$ cat src/core/clbi_pkg.sv
`default_nettype none
package clbi_pkg;
  // ---------------------------------------------------------------
  // bus widths
  // ---------------------------------------------------------------
  localparam int AD_W   = 16;                  // shared address/data lines
  localparam int UP_W   = 4;                   // upper address/status lines
  localparam int ADDR_W = AD_W + UP_W;         // full memory address
  localparam int BE_W   = 2;                   // byte lanes
  // ---------------------------------------------------------------
  // field positions
  // ---------------------------------------------------------------
  localparam int LO_BYTE = 0;                  // lane of bits 7..0
  localparam int HI_BYTE = 1;                  // lane of bits 15..8
  localparam int A0_POS  = 0;                  // lowest address bit
  localparam int UB_LSB  = 8;                  // upper byte address low bit
  // ---------------------------------------------------------------
  // status values driven in own cycles, T2..T4
  // ---------------------------------------------------------------
  // line3..line0 carry s6 s5 s4 s3: s6,s4,s3 high, s5 low
  localparam logic [UP_W-1:0] OWN_STATUS = 4'hB;
  localparam logic            OWN_S7     = 1'h0; // s7 level in own cycles
  // ---------------------------------------------------------------
  // request/grant pin levels and timing
  // ---------------------------------------------------------------
  localparam logic RQ_PULSE_LVL = 1'h0;        // pulses are active low
  localparam int   DEAD_CLKS    = 1;           // idle clocks after exchange
  // ---------------------------------------------------------------
  // bus cycle states
  // ---------------------------------------------------------------
  typedef enum logic [2:0] {
    CLBI_TI, CLBI_T1, CLBI_T2, CLBI_T3, CLBI_TW, CLBI_T4
  } clbi_tstate_e;
endpackage
`default_nettype wire

$ cat src/core/clbi_arb_if.sv
`default_nettype none
// ---------------------------------------------------------------
// ownership handshake between cycle engine and pin arbiter
// ---------------------------------------------------------------
interface clbi_arb_if;
  logic own_req;      // engine wants the bus
  logic owned;        // arbiter holds the bus for the engine
  logic cycles_done;  // last own cycle finishing (T4)
  modport eng (output own_req, output cycles_done, input owned);
  modport arb (input own_req, input cycles_done, output owned);
endinterface
`default_nettype wire

$ cat src/core/clbi_rqgt.sv
`default_nettype none
// ---------------------------------------------------------------
// request/grant pin arbiter for cpu side and master side
// ---------------------------------------------------------------
module clbi_rqgt
  import clbi_pkg::*;
(
  // clock and reset
  input  wire logic ref_clk,
  input  wire logic rst_n,
  // engine handshake
  clbi_arb_if.arb   arb,
  // cpu side request/grant pin
  input  wire logic cpu_rg_n_i,
  output logic      cpu_rg_n_oe,
  // master side request/grant pin
  input  wire logic mst_rg_n_i,
  output logic      mst_rg_n_oe
);
  import clbi_pkg::*;

  typedef enum logic [3:0] {
    RG_IDLE, RG_REQ, RG_WGNT, RG_OWN, RG_RDLY, RG_RBUS, RG_REL, RG_DEAD
  } clbi_rg_e;

  clbi_rg_e st_r, st_nxt;       // arbiter state
  logic     relay_r, relay_nxt; // exchange made for the other master
  logic     cpu_pl_r, cpu_pl_nxt; // pulse on cpu pin
  logic     mst_pl_r, mst_pl_nxt; // pulse on master pin
  logic     dead_r;             // dead clock counter (one bit suffices)

  // pin levels seen as pulses
  wire cpu_pulse = (cpu_rg_n_i == RQ_PULSE_LVL);
  wire mst_pulse = (mst_rg_n_i == RQ_PULSE_LVL);

  // ---------------------------------------------------------------
  // next state
  // ---------------------------------------------------------------
  always_comb begin
    st_nxt     = st_r;
    relay_nxt  = relay_r;
    cpu_pl_nxt = 1'b0;
    mst_pl_nxt = 1'b0;
    unique case (st_r)
      RG_IDLE: begin
        if (mst_pulse) begin
          // master request passed one cycle later
          cpu_pl_nxt = 1'b1;
          relay_nxt  = 1'b1;
          st_nxt     = RG_REQ;
        end else if (arb.own_req) begin
          cpu_pl_nxt = 1'b1;
          relay_nxt  = 1'b0;
          st_nxt     = RG_REQ;
        end
      end
      // own pulse on the pin, do not sample it
      RG_REQ: st_nxt = RG_WGNT;
      RG_WGNT: begin
        if (cpu_pulse) begin
          st_nxt = relay_r ? RG_RDLY : RG_OWN;
        end
      end
      // grant passed with two clocks delay
      RG_RDLY: begin
        mst_pl_nxt = 1'b1;
        st_nxt     = RG_RBUS;
      end
      // master release relayed one clock later
      RG_RBUS: begin
        if (!mst_pl_r && mst_pulse) begin
          cpu_pl_nxt = 1'b1;
          st_nxt     = RG_REL;
        end
      end
      // release one clock after last cycle
      RG_OWN: begin
        if (arb.cycles_done) begin
          cpu_pl_nxt = 1'b1;
          st_nxt     = RG_REL;
        end
      end
      RG_REL:  st_nxt = RG_DEAD;
      RG_DEAD: st_nxt = dead_r ? RG_DEAD : RG_IDLE;
      default: st_nxt = RG_IDLE;
    endcase
  end

  // ---------------------------------------------------------------
  // state registers
  // ---------------------------------------------------------------
  always_ff @(posedge ref_clk or negedge rst_n) begin
    if (!rst_n) begin
      st_r     <= RG_IDLE;
      relay_r  <= 1'b0;
      cpu_pl_r <= 1'b0;
      mst_pl_r <= 1'b0;
      dead_r   <= 1'b0;
    end else begin
      st_r     <= st_nxt;
      relay_r  <= relay_nxt;
      cpu_pl_r <= cpu_pl_nxt;
      mst_pl_r <= mst_pl_nxt;
      dead_r   <= (st_nxt == RG_DEAD) && (st_r != RG_DEAD) && (DEAD_CLKS > 1);
    end
  end

  // engine may start in the clock after the grant
  assign arb.owned = (st_r == RG_OWN);
  // pins only pulled low, one clock each
  assign cpu_rg_n_oe = cpu_pl_r;
  assign mst_rg_n_oe = mst_pl_r;
endmodule
`default_nettype wire

$ cat src/core/clbi_top.sv
`default_nettype none
module clbi_top
  import clbi_pkg::*;
#(
  parameter bit NARROW_BUS = 1'b0           // eight bit host data bus
) (
  // clock and reset
  input  wire logic                  ref_clk,
  input  wire logic                  rst_n,
  // transfer request from the core
  input  wire logic                  xfer_valid,
  output logic                       xfer_ready,
  input  wire logic [ADDR_W-1:0]     xfer_addr,
  input  wire logic [BE_W-1:0]       xfer_be,
  input  wire logic                  xfer_write,
  input  wire logic                  xfer_last,
  input  wire logic [AD_W-1:0]       xfer_wdata,
  // transfer answer
  output logic                       xfer_done,
  output logic [AD_W-1:0]            xfer_rdata,
  // wait state request from memory
  input  wire logic                  bus_ready,
  // bus monitor while cpu owns the bus
  output logic [AD_W-1:0]            mon_ad,
  output logic [UP_W:0]              mon_status,
  // shared address/data lines
  input  wire logic [AD_W-1:0]       shared_addr_data_lines_i,
  output logic [AD_W-1:0]            shared_addr_data_lines_o,
  output logic [AD_W-1:0]            shared_addr_data_lines_oe,
  // upper address/status lines 3..0
  input  wire logic [UP_W-1:0]       upper_addr_status_lines_i,
  output logic [UP_W-1:0]            upper_addr_status_lines_o,
  output logic [UP_W-1:0]            upper_addr_status_lines_oe,
  // high byte enable / status, active low enable
  input  wire logic                  high_byte_enable_status_n_i,
  output logic                       high_byte_enable_status_n_o,
  output logic                       high_byte_enable_status_n_oe,
  // request/grant pins, active low
  input  wire logic                  cpu_side_request_grant_n_i,
  output logic                       cpu_side_request_grant_n_o,
  output logic                       cpu_side_request_grant_n_oe,
  input  wire logic                  master_side_request_grant_n_i,
  output logic                       master_side_request_grant_n_o,
  output logic                       master_side_request_grant_n_oe
);
  import clbi_pkg::*;

  // ---------------------------------------------------------------
  // state and captured transfer
  // ---------------------------------------------------------------
  clbi_tstate_e          st_r, st_nxt;  // bus cycle state
  logic [ADDR_W-1:0]     addr_r;        // captured address
  logic [BE_W-1:0]       be_r;          // captured byte lanes
  logic                  wr_r;          // captured direction
  logic                  last_r;        // last cycle of the exchange
  logic [AD_W-1:0]       wdata_r;       // captured write data
  logic [AD_W-1:0]       rdata_r;       // read data
  logic                  done_r;        // transfer done pulse
  logic [AD_W-1:0]       mon_ad_r;      // monitored address/data
  logic [UP_W:0]         mon_st_r;      // monitored s7 and upper lines

  clbi_arb_if arb_if ();

  // ---------------------------------------------------------------
  // pin arbiter
  // ---------------------------------------------------------------
  clbi_rqgt u_rqgt (
    .ref_clk     (ref_clk),
    .rst_n       (rst_n),
    .arb         (arb_if),
    .cpu_rg_n_i  (cpu_side_request_grant_n_i),
    .cpu_rg_n_oe (cpu_side_request_grant_n_oe),
    .mst_rg_n_i  (master_side_request_grant_n_i),
    .mst_rg_n_oe (master_side_request_grant_n_oe)
  );

  assign cpu_side_request_grant_n_o    = RQ_PULSE_LVL;
  assign master_side_request_grant_n_o = RQ_PULSE_LVL;

  // ---------------------------------------------------------------
  // decode
  // ---------------------------------------------------------------
  wire owned    = arb_if.owned;
  wire in_t1    = (st_r == CLBI_T1);
  wire in_data  = (st_r == CLBI_T2) || (st_r == CLBI_T3) ||
                  (st_r == CLBI_TW) || (st_r == CLBI_T4);
  wire in_cycle = in_t1 || in_data;
  wire accept   = xfer_valid && xfer_ready;
  wire smp_data = (st_r == CLBI_T3 || st_r == CLBI_TW) && bus_ready;

  // ask for the bus when work waits and bus not held
  assign arb_if.own_req     = xfer_valid && !owned;
  assign arb_if.cycles_done = (st_r == CLBI_T4) && last_r;
  assign xfer_ready         = owned && (st_r == CLBI_TI);

  // ---------------------------------------------------------------
  // bus cycle sequence
  // ---------------------------------------------------------------
  always_comb begin
    st_nxt = st_r;
    unique case (st_r)
      CLBI_TI: if (accept) st_nxt = CLBI_T1;
      CLBI_T1: st_nxt = CLBI_T2;
      CLBI_T2: st_nxt = CLBI_T3;
      // wait states until memory ready
      CLBI_T3: st_nxt = bus_ready ? CLBI_T4 : CLBI_TW;
      CLBI_TW: st_nxt = bus_ready ? CLBI_T4 : CLBI_TW;
      CLBI_T4: st_nxt = CLBI_TI;
    endcase
  end

  // ---------------------------------------------------------------
  // pin drive
  // ---------------------------------------------------------------
  // address in T1, write data afterwards
  // lowest bit low when low lane moves
  wire [AD_W-1:0] t1_ad   = {addr_r[AD_W-1:1], ~be_r[LO_BYTE]};
  // narrow bus keeps upper address byte through T4
  wire [AD_W-1:0] data_ad = NARROW_BUS ?
                            {addr_r[AD_W-1:UB_LSB], wdata_r[UB_LSB-1:0]} : wdata_r;
  wire [AD_W-1:0] hi_oe   = (NARROW_BUS || wr_r) ? {AD_W{1'b1}} : {AD_W{1'b0}};
  wire [AD_W-1:0] lo_oe   = wr_r ? {AD_W{1'b1}} : {AD_W{1'b0}};
  wire [AD_W-1:0] data_oe = {hi_oe[AD_W-1:UB_LSB], lo_oe[UB_LSB-1:0]};

  assign shared_addr_data_lines_o  = in_t1 ? t1_ad : data_ad;
  assign shared_addr_data_lines_oe = !owned  ? {AD_W{1'b0}} :
                                     in_t1   ? {AD_W{1'b1}} :
                                     in_data ? data_oe : {AD_W{1'b0}};
  // upper address in T1, status afterwards
  assign upper_addr_status_lines_o  = in_t1 ? addr_r[ADDR_W-1:AD_W] : OWN_STATUS;
  assign upper_addr_status_lines_oe = (owned && in_cycle) ? {UP_W{1'b1}} : {UP_W{1'b0}};
  // high byte enable low in T1 when high lane moves
  assign high_byte_enable_status_n_o  = in_t1 ? ~be_r[HI_BYTE] : OWN_S7;
  assign high_byte_enable_status_n_oe = owned && in_cycle;

  // ---------------------------------------------------------------
  // registers
  // ---------------------------------------------------------------
  always_ff @(posedge ref_clk or negedge rst_n) begin
    if (!rst_n) begin
      st_r    <= CLBI_TI;
      addr_r  <= '0;
      be_r    <= '0;
      wr_r    <= 1'b0;
      last_r  <= 1'b0;
      wdata_r <= '0;
    end else begin
      st_r <= st_nxt;
      // capture transfer at acceptance
      if (accept) begin
        addr_r  <= xfer_addr;
        be_r    <= xfer_be;
        wr_r    <= xfer_write;
        last_r  <= xfer_last;
        wdata_r <= xfer_wdata;
      end
    end
  end

  // read data capture and done pulse
  always_ff @(posedge ref_clk or negedge rst_n) begin
    if (!rst_n) begin
      rdata_r <= '0;
      done_r  <= 1'b0;
    end else begin
      if (smp_data && !wr_r) rdata_r <= shared_addr_data_lines_i;
      done_r <= (st_r == CLBI_T4);
    end
  end

  // monitor lines while cpu holds the bus
  always_ff @(posedge ref_clk or negedge rst_n) begin
    if (!rst_n) begin
      mon_ad_r <= '0;
      mon_st_r <= '0;
    end else if (!owned) begin
      mon_ad_r <= shared_addr_data_lines_i;
      mon_st_r <= {high_byte_enable_status_n_i, upper_addr_status_lines_i};
    end
  end

  assign xfer_done  = done_r;
  assign xfer_rdata = rdata_r;
  assign mon_ad     = mon_ad_r;
  assign mon_status = mon_st_r;
endmodule
`default_nettype wire

$ cat config.mk
export PLATFORM = sky130hd
export DESIGN_NAME = clbi_top
export DESIGN_NICKNAME = d
export VERILOG_FILES = /design/src/core/clbi_pkg.sv /design/src/core/clbi_arb_if.sv /design/src/core/clbi_rqgt.sv /design/src/core/clbi_top.sv
export SDC_FILE = /design/constraint.sdc
export NUM_CORES = 1
export LEC_CHECK = 0
export ABC_AREA = 0
export BUFFER_PORTS_ARGS = -buffer_cell sky130_fd_sc_hd__buf_2
export CAP_MARGIN = 20
export CORE_MARGIN = 4
export CORE_UTILIZATION = 46
export CTS_CLUSTER_SIZE = 25
export DETAILED_ROUTE_END_ITERATION = 7
export PLACE_DENSITY = 0.76
export SETUP_SLACK_MARGIN = 0.4
export SYNTH_ARGS = -nofsm -noshare
export SYNTH_HDL_FRONTEND = slang
export SYNTH_SLANG_ARGS = --single-unit
$ cat constraint.sdc
create_clock -name ref_clk -period 2.5 [get_ports ref_clk]
set_input_delay 0.625 -clock ref_clk [delete_from_list [all_inputs] [get_ports ref_clk]]
set_output_delay 0.625 -clock ref_clk [all_outputs]
set_load 0.01 [all_outputs]
Word level (Yosys, flattened, before mapping)
Cells that the tools add are included.

Memories kept: 0. Logic and storage cells: 81. Memory bits (writable): 0. Input port bits: 67. Output and inout port bits: 85. Register bits after elaboration: 88. Latch bits: 0. Memory bits (read-only): 0.

$mul: 0. Add/sub/neg operators: 0. Divide/modulo/power cells: 0. Multiplexer cells: 26. Equal/unequal tests: 17. Magnitude comparators: 0. Bitwise operators: 3. Reductions and logical operators: 21. Shift-type cells: 0.

Operators with widths (count): two-way mux 16 bit (5); two-way mux 4 bit (7); one-hot mux 4 bit (7 select lines) (1); one-hot mux 3 bit (5 select lines) (1); equality test 4 x 3 -> 1 bit (second input constant) (3); two-way mux 1 bit (9); equality test 4 x 2 -> 1 bit (second input constant) (2); logical AND 1 bit (8); equality test 3 x 2 -> 1 bit (second input constant) (2); equality test 3 bit (second input constant) (2); two-way mux 3 bit (2); inequality test 2 x 1 -> 1 bit (second input constant) (3); logical OR 1 bit (5); equality test 4 x 1 -> 1 bit (second input constant) (1); zero test 4 bit (1); inequality test 2 bit (second input constant) (2); AND reduction 4 bit (1); equality test 3 x 1 -> 1 bit (second input constant) (1); zero test 1 bit (3); zero test 3 bit (1); inequality test 3 bit (second input constant) (1); NOT 1 bit (3); one-hot mux 1 bit (3 select lines) (1); AND reduction 2 bit (1); OR reduction 2 bit (1).

Logic depth before layout (Yosys ltp)
Gate-level depths: netlist of the first run.

Depth in word-level cells: 7. Mapped depth: 7. Mapped depth without buffers: 4.

Hierarchy
Synthesis of the first run repeated with hierarchy kept, for this count alone.

Cell total of the unflattened synthesis: 351. Area, all modules: 4199.0 um^2.

Modules (own cells, without submodules): clbi_top (seq. area each 2001.9 um^2, cells an instance 309, times used 1, area each 3833.7 um^2); clbi_rqgt (seq. area each 150.1 um^2, cells an instance 42, times used 1, area each 365.4 um^2).

Worst setup path after synthesis of the first run
OpenSTA, ideal clock, no wires.

Path type: register -> output. From: register u_rqgt.st_r[2]. To: output port shared_addr_data_lines_oe[10]. Stages on the path, launching flop included: 6. Arrival time: 1818 ps. Path slack: 57 ps. Path buffers: 3. Required time: 1875 ps. Path through: dfrtp_1 -> buf_6 -> nand3b_4 -> buf_1 -> nor2_1 -> buf_4.

Cells in the longest elaborated chain, start to end: 2.

Ends and longest elaborated chain: start: declaration (line clbi_rqgt.sv:26) `clbi_rg_e st_r, st_nxt;`; start signal: assignment (line clbi_rqgt.sv:100) `st_r <= st_nxt;`; equality test 4 x 2 -> 1 bit (line clbi_rqgt.sv:109) `assign arb.owned = (st_r == RG_OWN);`; two-way mux 16 bit (line clbi_top.sv:126) `assign shared_addr_data_lines_oe = !owned ? {AD_W{1'b0}} :`; end: declaration (line clbi_top.sv:29) `output logic [AD_W-1:0] shared_addr_data_lines_oe,`.

Every way passes these cells.

Worst setup path in the final report of the first run
From: register st_r[2]. To: output port shared_addr_data_lines_oe[7].

Cells in the longest elaborated chain, start to end: 7. Elaborated cells on any way between the ends: 11. Those cells by class: eq/ne (5); mux (3); reduce/logical (3).

Ends and longest elaborated chain: start: declaration (line clbi_top.sv:51) `clbi_tstate_e st_r, st_nxt;`; start signal: assignment (line clbi_top.sv:148) `st_r <= st_nxt;`; equality test 3 x 2 -> 1 bit (line clbi_top.sv:85) `wire in_data = (st_r == CLBI_T2) || (st_r == CLBI_T3) ||`; logical OR 1 bit (2 in series) (line clbi_top.sv:85); logical OR 1 bit (line clbi_top.sv:86) `(st_r == CLBI_TW) || (st_r == CLBI_T4);`; two-way mux 16 bit (line clbi_top.sv:128) `in_data ? data_oe : {AD_W{1'b0}};`; two-way mux 16 bit * (line clbi_top.sv:127) `in_t1 ? {AD_W{1'b1}} :`; two-way mux 16 bit * (line clbi_top.sv:126).

Every way passes the cells marked *; elsewhere a longest branch is shown, timed or not.

==> metrics.log, run 1 <==
INFO  metric outcome = completed
INFO  metric cts.htree.levels = 3
INFO  metric placeableCoreArea = 8260 µm²
INFO  metric clk-insertion-delay-late = 0.35 ns
INFO  metric power.leakage = 2.68 nW
INFO  metric io-pin-count = 152
INFO  metric clock_path_buffers = 2
INFO  metric route.final.wire_length = 9.30 mm
INFO  metric period_needed = 2.29 ns
INFO  metric pwr-share-comb = 49.8%
INFO  metric layout-drive-gt1-share = 63.5%
INFO  metric power.share.switching = 35.3%
INFO  metric drt-pass1-iter-count = 4
INFO  metric crit_path_end_kind = output pin
INFO  metric routedWlPerCell = 16.2 µm
INFO  metric place.port_buffers = 148
INFO  metric largest_net_degree_at_the_start_of_global_routing = 49
INFO  metric layout.cells.non_filler = 574
INFO  metric avgSynthCellArea = 12.7 µm²
INFO  metric synth_cell_type_count = 33
INFO  metric synth_compound_area_share = 3.45%
INFO  metric mostFrequentLayoutCells = 134 x buf_2, 80 x dfrtp_1, 57 x mux2_2
INFO  metric viasPerCell = 4.91
INFO  metric die_area = 10000 µm²
INFO  metric arrival = 1.66 ns
INFO  metric dp_hpwl = 6.26 mm
INFO  metric hp-class = in2async
INFO  metric finalNetCount = 531
INFO  metric starting_density_of_the_core = 47.4%
INFO  metric ant_nets = 0
INFO  metric route.vias.total = 2819
INFO  metric cts_tree = built
INFO  metric area.growth.synth_to_final = 33.6%
INFO  metric rows = 33
INFO  metric gp_congestion = 0.792
INFO  metric final_clock_skew = 0.0151 ns
INFO  metric crit_path_cell_chain = mux2i_1 > nor2_1 > a21oi_2 > buf_4 > nor2_4 > buf_12 > buf_6
INFO  metric critPathSlowestCell = dfrtp_2
INFO  metric cp_top_family = flip-flops
INFO  metric die_h = 100 µm
INFO  metric rsz0062_at_grt = yes
INFO  metric hold_viol_final = 0
INFO  metric cts.clk_slew.worst_paths = 0.09 ns
INFO  metric fillerInstances = 686
INFO  metric die_width = 100 µm
INFO  metric grt_pass1_wl = 14.8 mm
INFO  metric netSwitchingPower = 0.00246 W
INFO  metric drc_errors = 0
INFO  metric place_worst_setup_slack = 0.361 ns
INFO  metric power_frac_seq = 34.6%
INFO  metric synth_simple_gate_area_share = 9.65%
INFO  metric largest_fanout_on_the_critical_path = 8
INFO  metric period_share = 91.5%
INFO  metric setup_viol = 0
INFO  metric fin_ws = 0.213 ns
INFO  metric max_stage_delay = 0.42 ns
INFO  metric slew_headroom = 63.6%
INFO  metric yosys_warnings = 0
INFO  metric post_synth_inst_count = 307
INFO  metric worst-setup-path-type = reg2out
INFO  metric cts.sinks = 86
INFO  metric synthesized_area_fraction_occupied_by_xor_and_xnor_cells = 0.224%
INFO  metric clock_power_share = 15.6%
INFO  metric tritoncts.num_buffers = 9
INFO  metric max_cap_violations = 0
INFO  metric critical_path.n_buffers_inverters = 3
INFO  metric start_kind = register
INFO  metric place_inst = 529
INFO  metric power-per-cell-area = 1330 nW/µm²
INFO  metric synth.yosys.seq_area_share = 55.0%
INFO  metric drtIter0Drc = 75
INFO  metric finalMaxSlewViolations = 0
INFO  metric worst_ir_drop_vdd = 0.571 mV
INFO  metric first_global_vias = 2971
INFO  metric synth_adder_area_share = 0%
INFO  metric synth_area = 3910 µm²
INFO  metric postSynthRegisterBits = 86
INFO  metric combinational_family_with_the_most_area_after_synthesis = multiplexers
INFO  metric grt_overflow_total = 0
INFO  metric yosys-mux-area-fraction = 24.3%
INFO  metric max_slew.worst_pin.slew = 0.545 ns
INFO  metric final_core_utilization = 63.3%
INFO  metric critical_path_cell_count = 7
INFO  metric post-layout-total-power = 0.00697 W
INFO  metric worst-r2r-cell-count = 7
INFO  metric clock-root-buffer = clkbuf_8
INFO  metric internal-power = 0.00451 W
INFO  metric grt_util_all_layers = 18.7%
INFO  metric grt_antenna_before_repair = 0
INFO  metric max_freq = 437 MHz
INFO  metric antenna-diode-count = 0
INFO  metric finalSetupTns = 0 ns
INFO  metric layout_commonest_cell = buf_2
INFO  metric worst_ep_required_time = 1.88 ns
## path summary, 6_finish.rpt
| kind | startpoint | end | slack (ns) |
|---|---|---|---|
| min in group ref_clk | upper_addr_status_lines_i[1] | mon_status[1] | 0.50 |
| worst min register to register | xfer_rdata[1] | xfer_rdata[1] | 0.51 |
| worst max register to register | st_r[0] | xfer_rdata[3] | 0.37 |
| worst max-delay path | st_r[2] | shared_addr_data_lines_oe[7] | 0.21 |
| worst min-delay path | rst_n | xfer_rdata[12] | 0.1 |
| max in group asynchronous | rst_n | st_r[2] | 1.78 |
## metal layers
layer / GRT usage [%] / wire (µm)
met1: 21.6 / 3640
met2: 34.1 / 5100
met3: 3.68 / 402
met4: 6.63 / 169
met5: 0 / 0
## timing repair
action                     CTS  global route
gates cloned                 3             1
pin swaps                    8             5
buffers inserted            17             8
hold endpoints to repair     0             0
hold buffers                 0             0
setup endpoints to repair   43            43
resized for setup           29            14
## stage by stage
stage / cell area [µm²] / hold slack, ns
5_1_grt: 5230 / 0.0846
3_5_place_dp: 4620 / 0.475
4_1_cts: 5080 / 0.0903
2_1_floorplan: 3940 / 0.329
3_3_place_gp: 4620 / 0.473
6_report: 5230 / 0.0985
## Yosys cell counts (all sizes together)
cell type  number  area share, %
a22o            2           0.45
xnor2           1           0.22
a21bo           1           0.26
nand2b          5           0.80
nor2b           5           0.80
dfrtp          86             55
nand3           1           0.13
a31oi           3           0.48
nor2            7           0.67
nand2          50            4.8
a211o           1           0.22
clkbuf          5           0.48
and2            2           0.32
inv             2           0.19
conb            1          0.096
nor3            5           0.64
a21oi           4           0.51
nor3b           1           0.32
mux2i           1           0.26
nand3b          1           0.51
o21ai           3           0.38
o21a            1           0.19
and3b           2           0.45
buf            34            6.6
o22ai           1           0.16
mux2           77             24
o2bb2ai         1           0.22
or3b            1           0.22
a211oi          3           0.58
## power by group through the flow
| stage | Clock [W] | Combinational (W) | Sequential [W] |
|---|---|---|---|
| floorplan | 0 | 0.00196 | 0.00245 |
| global placement | 0 | 0.00270 | 0.00244 |
| detailed placement | 0 | 0.00277 | 0.00250 |
| CTS | 0.00111 | 0.00325 | 0.00242 |
| global route | 0.00118 | 0.00377 | 0.00250 |
| finish | 0.00109 | 0.00347 | 0.00241 |
## worst register-to-register path: cells and delay by family, from the launching register on
kind,cells,cell delay [ns]
flip-flops,1,0.43
AO/OA/AOI/OAI,1,0.17
buffers and inverters,3,0.49
AND/OR/NAND/NOR,2,0.55
multiplexers,1,0.35
## layout make-up
class,count,area (µm²),area share [%]
clock buffer,11,141,2.70
multi-input combinational,182,1570,29.9
sequential,86,2160,41.3
clock inverter,5,81.3,1.56
tap,105,131,2.51
inverter,2,7.51,0.144
timing repair buffer,183,1140,21.9
## state kept, by name (all words and copies together), names as in the netlist
register            flops
addr_r                 19
be_r                    2
data_ad                16
last_r                  1
mon_ad                 16
mon_status              5
st_r                    3
u_rqgt.cpu_rg_n_oe      1
u_rqgt.mst_rg_n_oe      1
u_rqgt.relay_r          1
u_rqgt.st_r             3
wr_r                    1
xfer_done               1
xfer_rdata             16
## logic make-up after synthesis
kind of cell / count (synthesis)
buffers and inverters: 41
AO/OA/AOI/OAI: 20
multiplexers: 78
XOR/XNOR: 1
other: 1
flip-flops: 86
AND/OR/NAND/NOR: 80
(Power assumes the default switching activity.)
==> inputs of run 2 (changes only) <==
--- a/config.mk
+++ b/config.mk
@@ -13,6 +13,7 @@
 export CTS_CLUSTER_SIZE = 25
 export DETAILED_ROUTE_END_ITERATION = 7
 export PLACE_DENSITY = 0.76
+export RECOVER_POWER = 25
 export SETUP_SLACK_MARGIN = 0.4
 export SYNTH_ARGS = -nofsm -noshare
 export SYNTH_HDL_FRONTEND = slang
==> run 2 against run 1 <==
Effect of this change:
- highest routed layer unchanged
- total power barely moved
- fmax barely moved
- first-iteration DRC count fell by 6.7%
- clock power barely moved
- design area fell by 0.41%
- non-clock buffer count did not move
- register-to-register slack barely moved
- sequential cell count did not move
- die area did not move
- setup slack barely moved
- core utilization fell by 0.26 points
==> metrics.log, run 2 (same netlist as run 1, synthesis figures left out) <==
INFO  metric max_ffs_per_register = 19 (unchanged)
INFO  metric drt-pass1-iter-count = 4 (unchanged)
INFO  metric placeableCoreArea = 8260 µm² (unchanged)
INFO  metric grt_util_all_layers = 18.7% (unchanged)
INFO  metric power-per-cell-area = 1340 nW/µm² (was 1330 nW/µm²)
INFO  metric grt_antenna_before_repair = 0 (unchanged)
INFO  metric final_clock_skew = 0.0150 ns (was 0.0151 ns)
INFO  metric period_share = 91.5% (about the same)
INFO  metric max_slew.worst_pin.slew = 1.19 ns (was 0.545 ns)
INFO  metric area.growth.synth_to_final = 33.1% (was 33.6%)
INFO  metric max_cap_violations = 0 (unchanged)
INFO  metric layout-drive-gt1-share = 63.3% (was 63.5%)
INFO  metric route.vias.total = 2815 (was 2819)
INFO  metric finalMaxSlewViolations = 0 (unchanged)
INFO  metric mostFrequentLayoutCells = 134 x buf_2, 80 x dfrtp_1, 57 x mux2_2 (unchanged)
INFO  metric largest_fanout_on_the_critical_path = 8 (unchanged)
INFO  metric period_needed = 2.29 ns (about the same)
INFO  metric rows = 33 (unchanged)
INFO  metric rsz0062_at_grt = yes (unchanged)
INFO  metric cts_hold_repair.buffers = 0 (unchanged)
INFO  metric max_freq = 437 MHz (about the same)
INFO  metric clock_path_buffers = 2 (unchanged)
INFO  metric tritoncts.num_buffers = 9 (unchanged)
INFO  metric viasPerCell = 4.90 (was 4.91)
INFO  metric antenna-diode-count = 0 (unchanged)
INFO  metric first_global_vias = 2971 (unchanged)
INFO  metric worst_ep_required_time = 1.88 ns (about the same)
INFO  metric grt_overflow_total = 0 (unchanged)
INFO  metric finalNetCount = 531 (unchanged)
INFO  metric cts.sinks = 86 (unchanged)
INFO  metric setup_viol = 0 (unchanged)
INFO  metric route.final.wire_length = 9.31 mm (was 9.30 mm)
INFO  metric layout_commonest_cell = buf_2 (unchanged)
INFO  metric hold_slack = 0.244 ns (was 0.0985 ns)
INFO  metric arrival = 1.66 ns (about the same)
INFO  metric top_register = addr_r (unchanged)
INFO  metric drtIter0Drc = 70 (was 75)
INFO  metric dp_hpwl = 6.26 mm (unchanged)
INFO  metric max_stage_delay = 0.42 ns (about the same)
INFO  metric clk-insertion-delay-late = 0.35 ns (about the same)
INFO  metric io-pin-count = 152 (unchanged)
INFO  metric finalSetupTns = 0 ns (unchanged)
INFO  metric crit_path_end_kind = output pin (unchanged)
INFO  metric cts.htree.levels = 3 (unchanged)
INFO  metric met3_usage = 3.68% (unchanged)
INFO  metric power.leakage = 2.67 nW (was 2.68 nW)
INFO  metric die_width = 100 µm (unchanged)
INFO  metric layout.cells.non_filler = 574 (unchanged)
INFO  metric drc_errors = 0 (unchanged)
INFO  metric outcome = completed (unchanged)
INFO  metric crit_path_cell_chain = mux2i_1 > nor2_1 > a21oi_2 > buf_4 > nor2_4 > buf_12 > buf_6 (unchanged)
INFO  metric hold_viol_final = 0 (unchanged)
INFO  metric cts_tree = built (unchanged)
INFO  metric globalRoute.busiestLayer = met2 (unchanged)
INFO  metric met1_usage = 21.6% (unchanged)
INFO  metric cts.clk_slew.worst_paths = 0.09 ns (about the same)
INFO  metric worst_ir_drop_vdd = 0.571 mV (about the same)
INFO  metric ant_nets = 0 (unchanged)
INFO  metric starting_density_of_the_core = 47.4% (unchanged)
INFO  metric gp_congestion = 0.792 (unchanged)
INFO  metric use_met2 = 34.1% (unchanged)
INFO  metric worst-setup-path-type = reg2out (unchanged)
INFO  metric routedWlPerCell = 16.2 µm (about the same)
INFO  metric slew_headroom = 20.8% (was 63.6%)
INFO  metric die_h = 100 µm (unchanged)
INFO  metric die_area = 10000 µm² (unchanged)
INFO  metric place_inst = 529 (unchanged)
INFO  metric clock-root-buffer = clkbuf_8 (unchanged)
INFO  metric start_kind = register (unchanged)
INFO  metric place.port_buffers = 148 (unchanged)
INFO  metric hp-class = in2async (unchanged)
INFO  metric critPathSlowestCell = dfrtp_2 (unchanged)
INFO  metric grt_pass1_wl = 14.8 mm (unchanged)
INFO  metric largest_net_degree_at_the_start_of_global_routing = 49 (unchanged)
run 2: worst max-delay path: cells and delay by family, from the launching register on:
family,cells,cell delay (ns)
muxes,1,0.24
buffers and inverters,3,0.39
and+or+nand+nor,2,0.13
DFF,1,0.42
AOI/OAI and AO/OA,1,0.14
run 2: worst paths after layout:
check | start | cells after the start | slack [ns] | to
worst max-delay path | st_r[2] | 7 | 0.21 | shared_addr_data_lines_oe[7]
max in group asynchronous | rst_n | 2 | 0.68 | data_ad[13]
min in group ref_clk | upper_addr_status_lines_i[1] | 2 | 0.50 | mon_status[1]
worst max register to register | st_r[0] | 7 | 0.37 | xfer_rdata[3]
worst min-delay path | rst_n | 1 | 0.24 | xfer_rdata[12]
worst min register to register | xfer_rdata[1] | 1 | 0.51 | xfer_rdata[1]
run 2: repair_timing:
item / 4_1_cts / 5_1_grt
endpoints found under the setup margin: 43 / 43
buffers inserted: 17 / 8
resized for setup: 29 / 14
cloned: 3 / 1
pin swaps: 8 / 5
run 2: routing by layer:
| metal | routed length (µm) | part of all wire (%) |
|---|---|---|
| met3 | 402 | 4.3 |
| met5 | 0 | 0 |
| met2 | 5090 | 55 |
| met4 | 169 | 1.8 |
| met1 | 3640 | 39 |
run 2: power by group:
group          total (W)  internal [W]  switching (W)  leakage (nW)
logic            0.00347       0.00188        0.00159          1.53
registers        0.00241       0.00204       0.000375          1.03
clock network    0.00109      0.000593       0.000497         0.110
run 2: final cells by class:
cell class / count / area [µm²]
Fill cell: 689 / 3050
Sequential cell: 86 / 2160
Multi-Input combinational cell: 182 / 1570
Timing Repair Buffer: 183 / 1120
Clock buffer: 11 / 141
Tap cell: 105 / 131
Clock inverter: 5 / 81.3
Inverter: 2 / 7.51
run 2: metrics by stage:
stage	setup slack, ns	util [%]	instance area [µm²]	total power (W)
CTS	0.285	61.6	5080	0.00678
global route	0.137	63.1	5210	0.00744
floorplan	0.400	-	3940	0.00442
global placement	0.419	55.9	4620	0.00514
detailed placement	0.361	55.9	4620	0.00527
finish	0.213	63.1	5210	0.00697
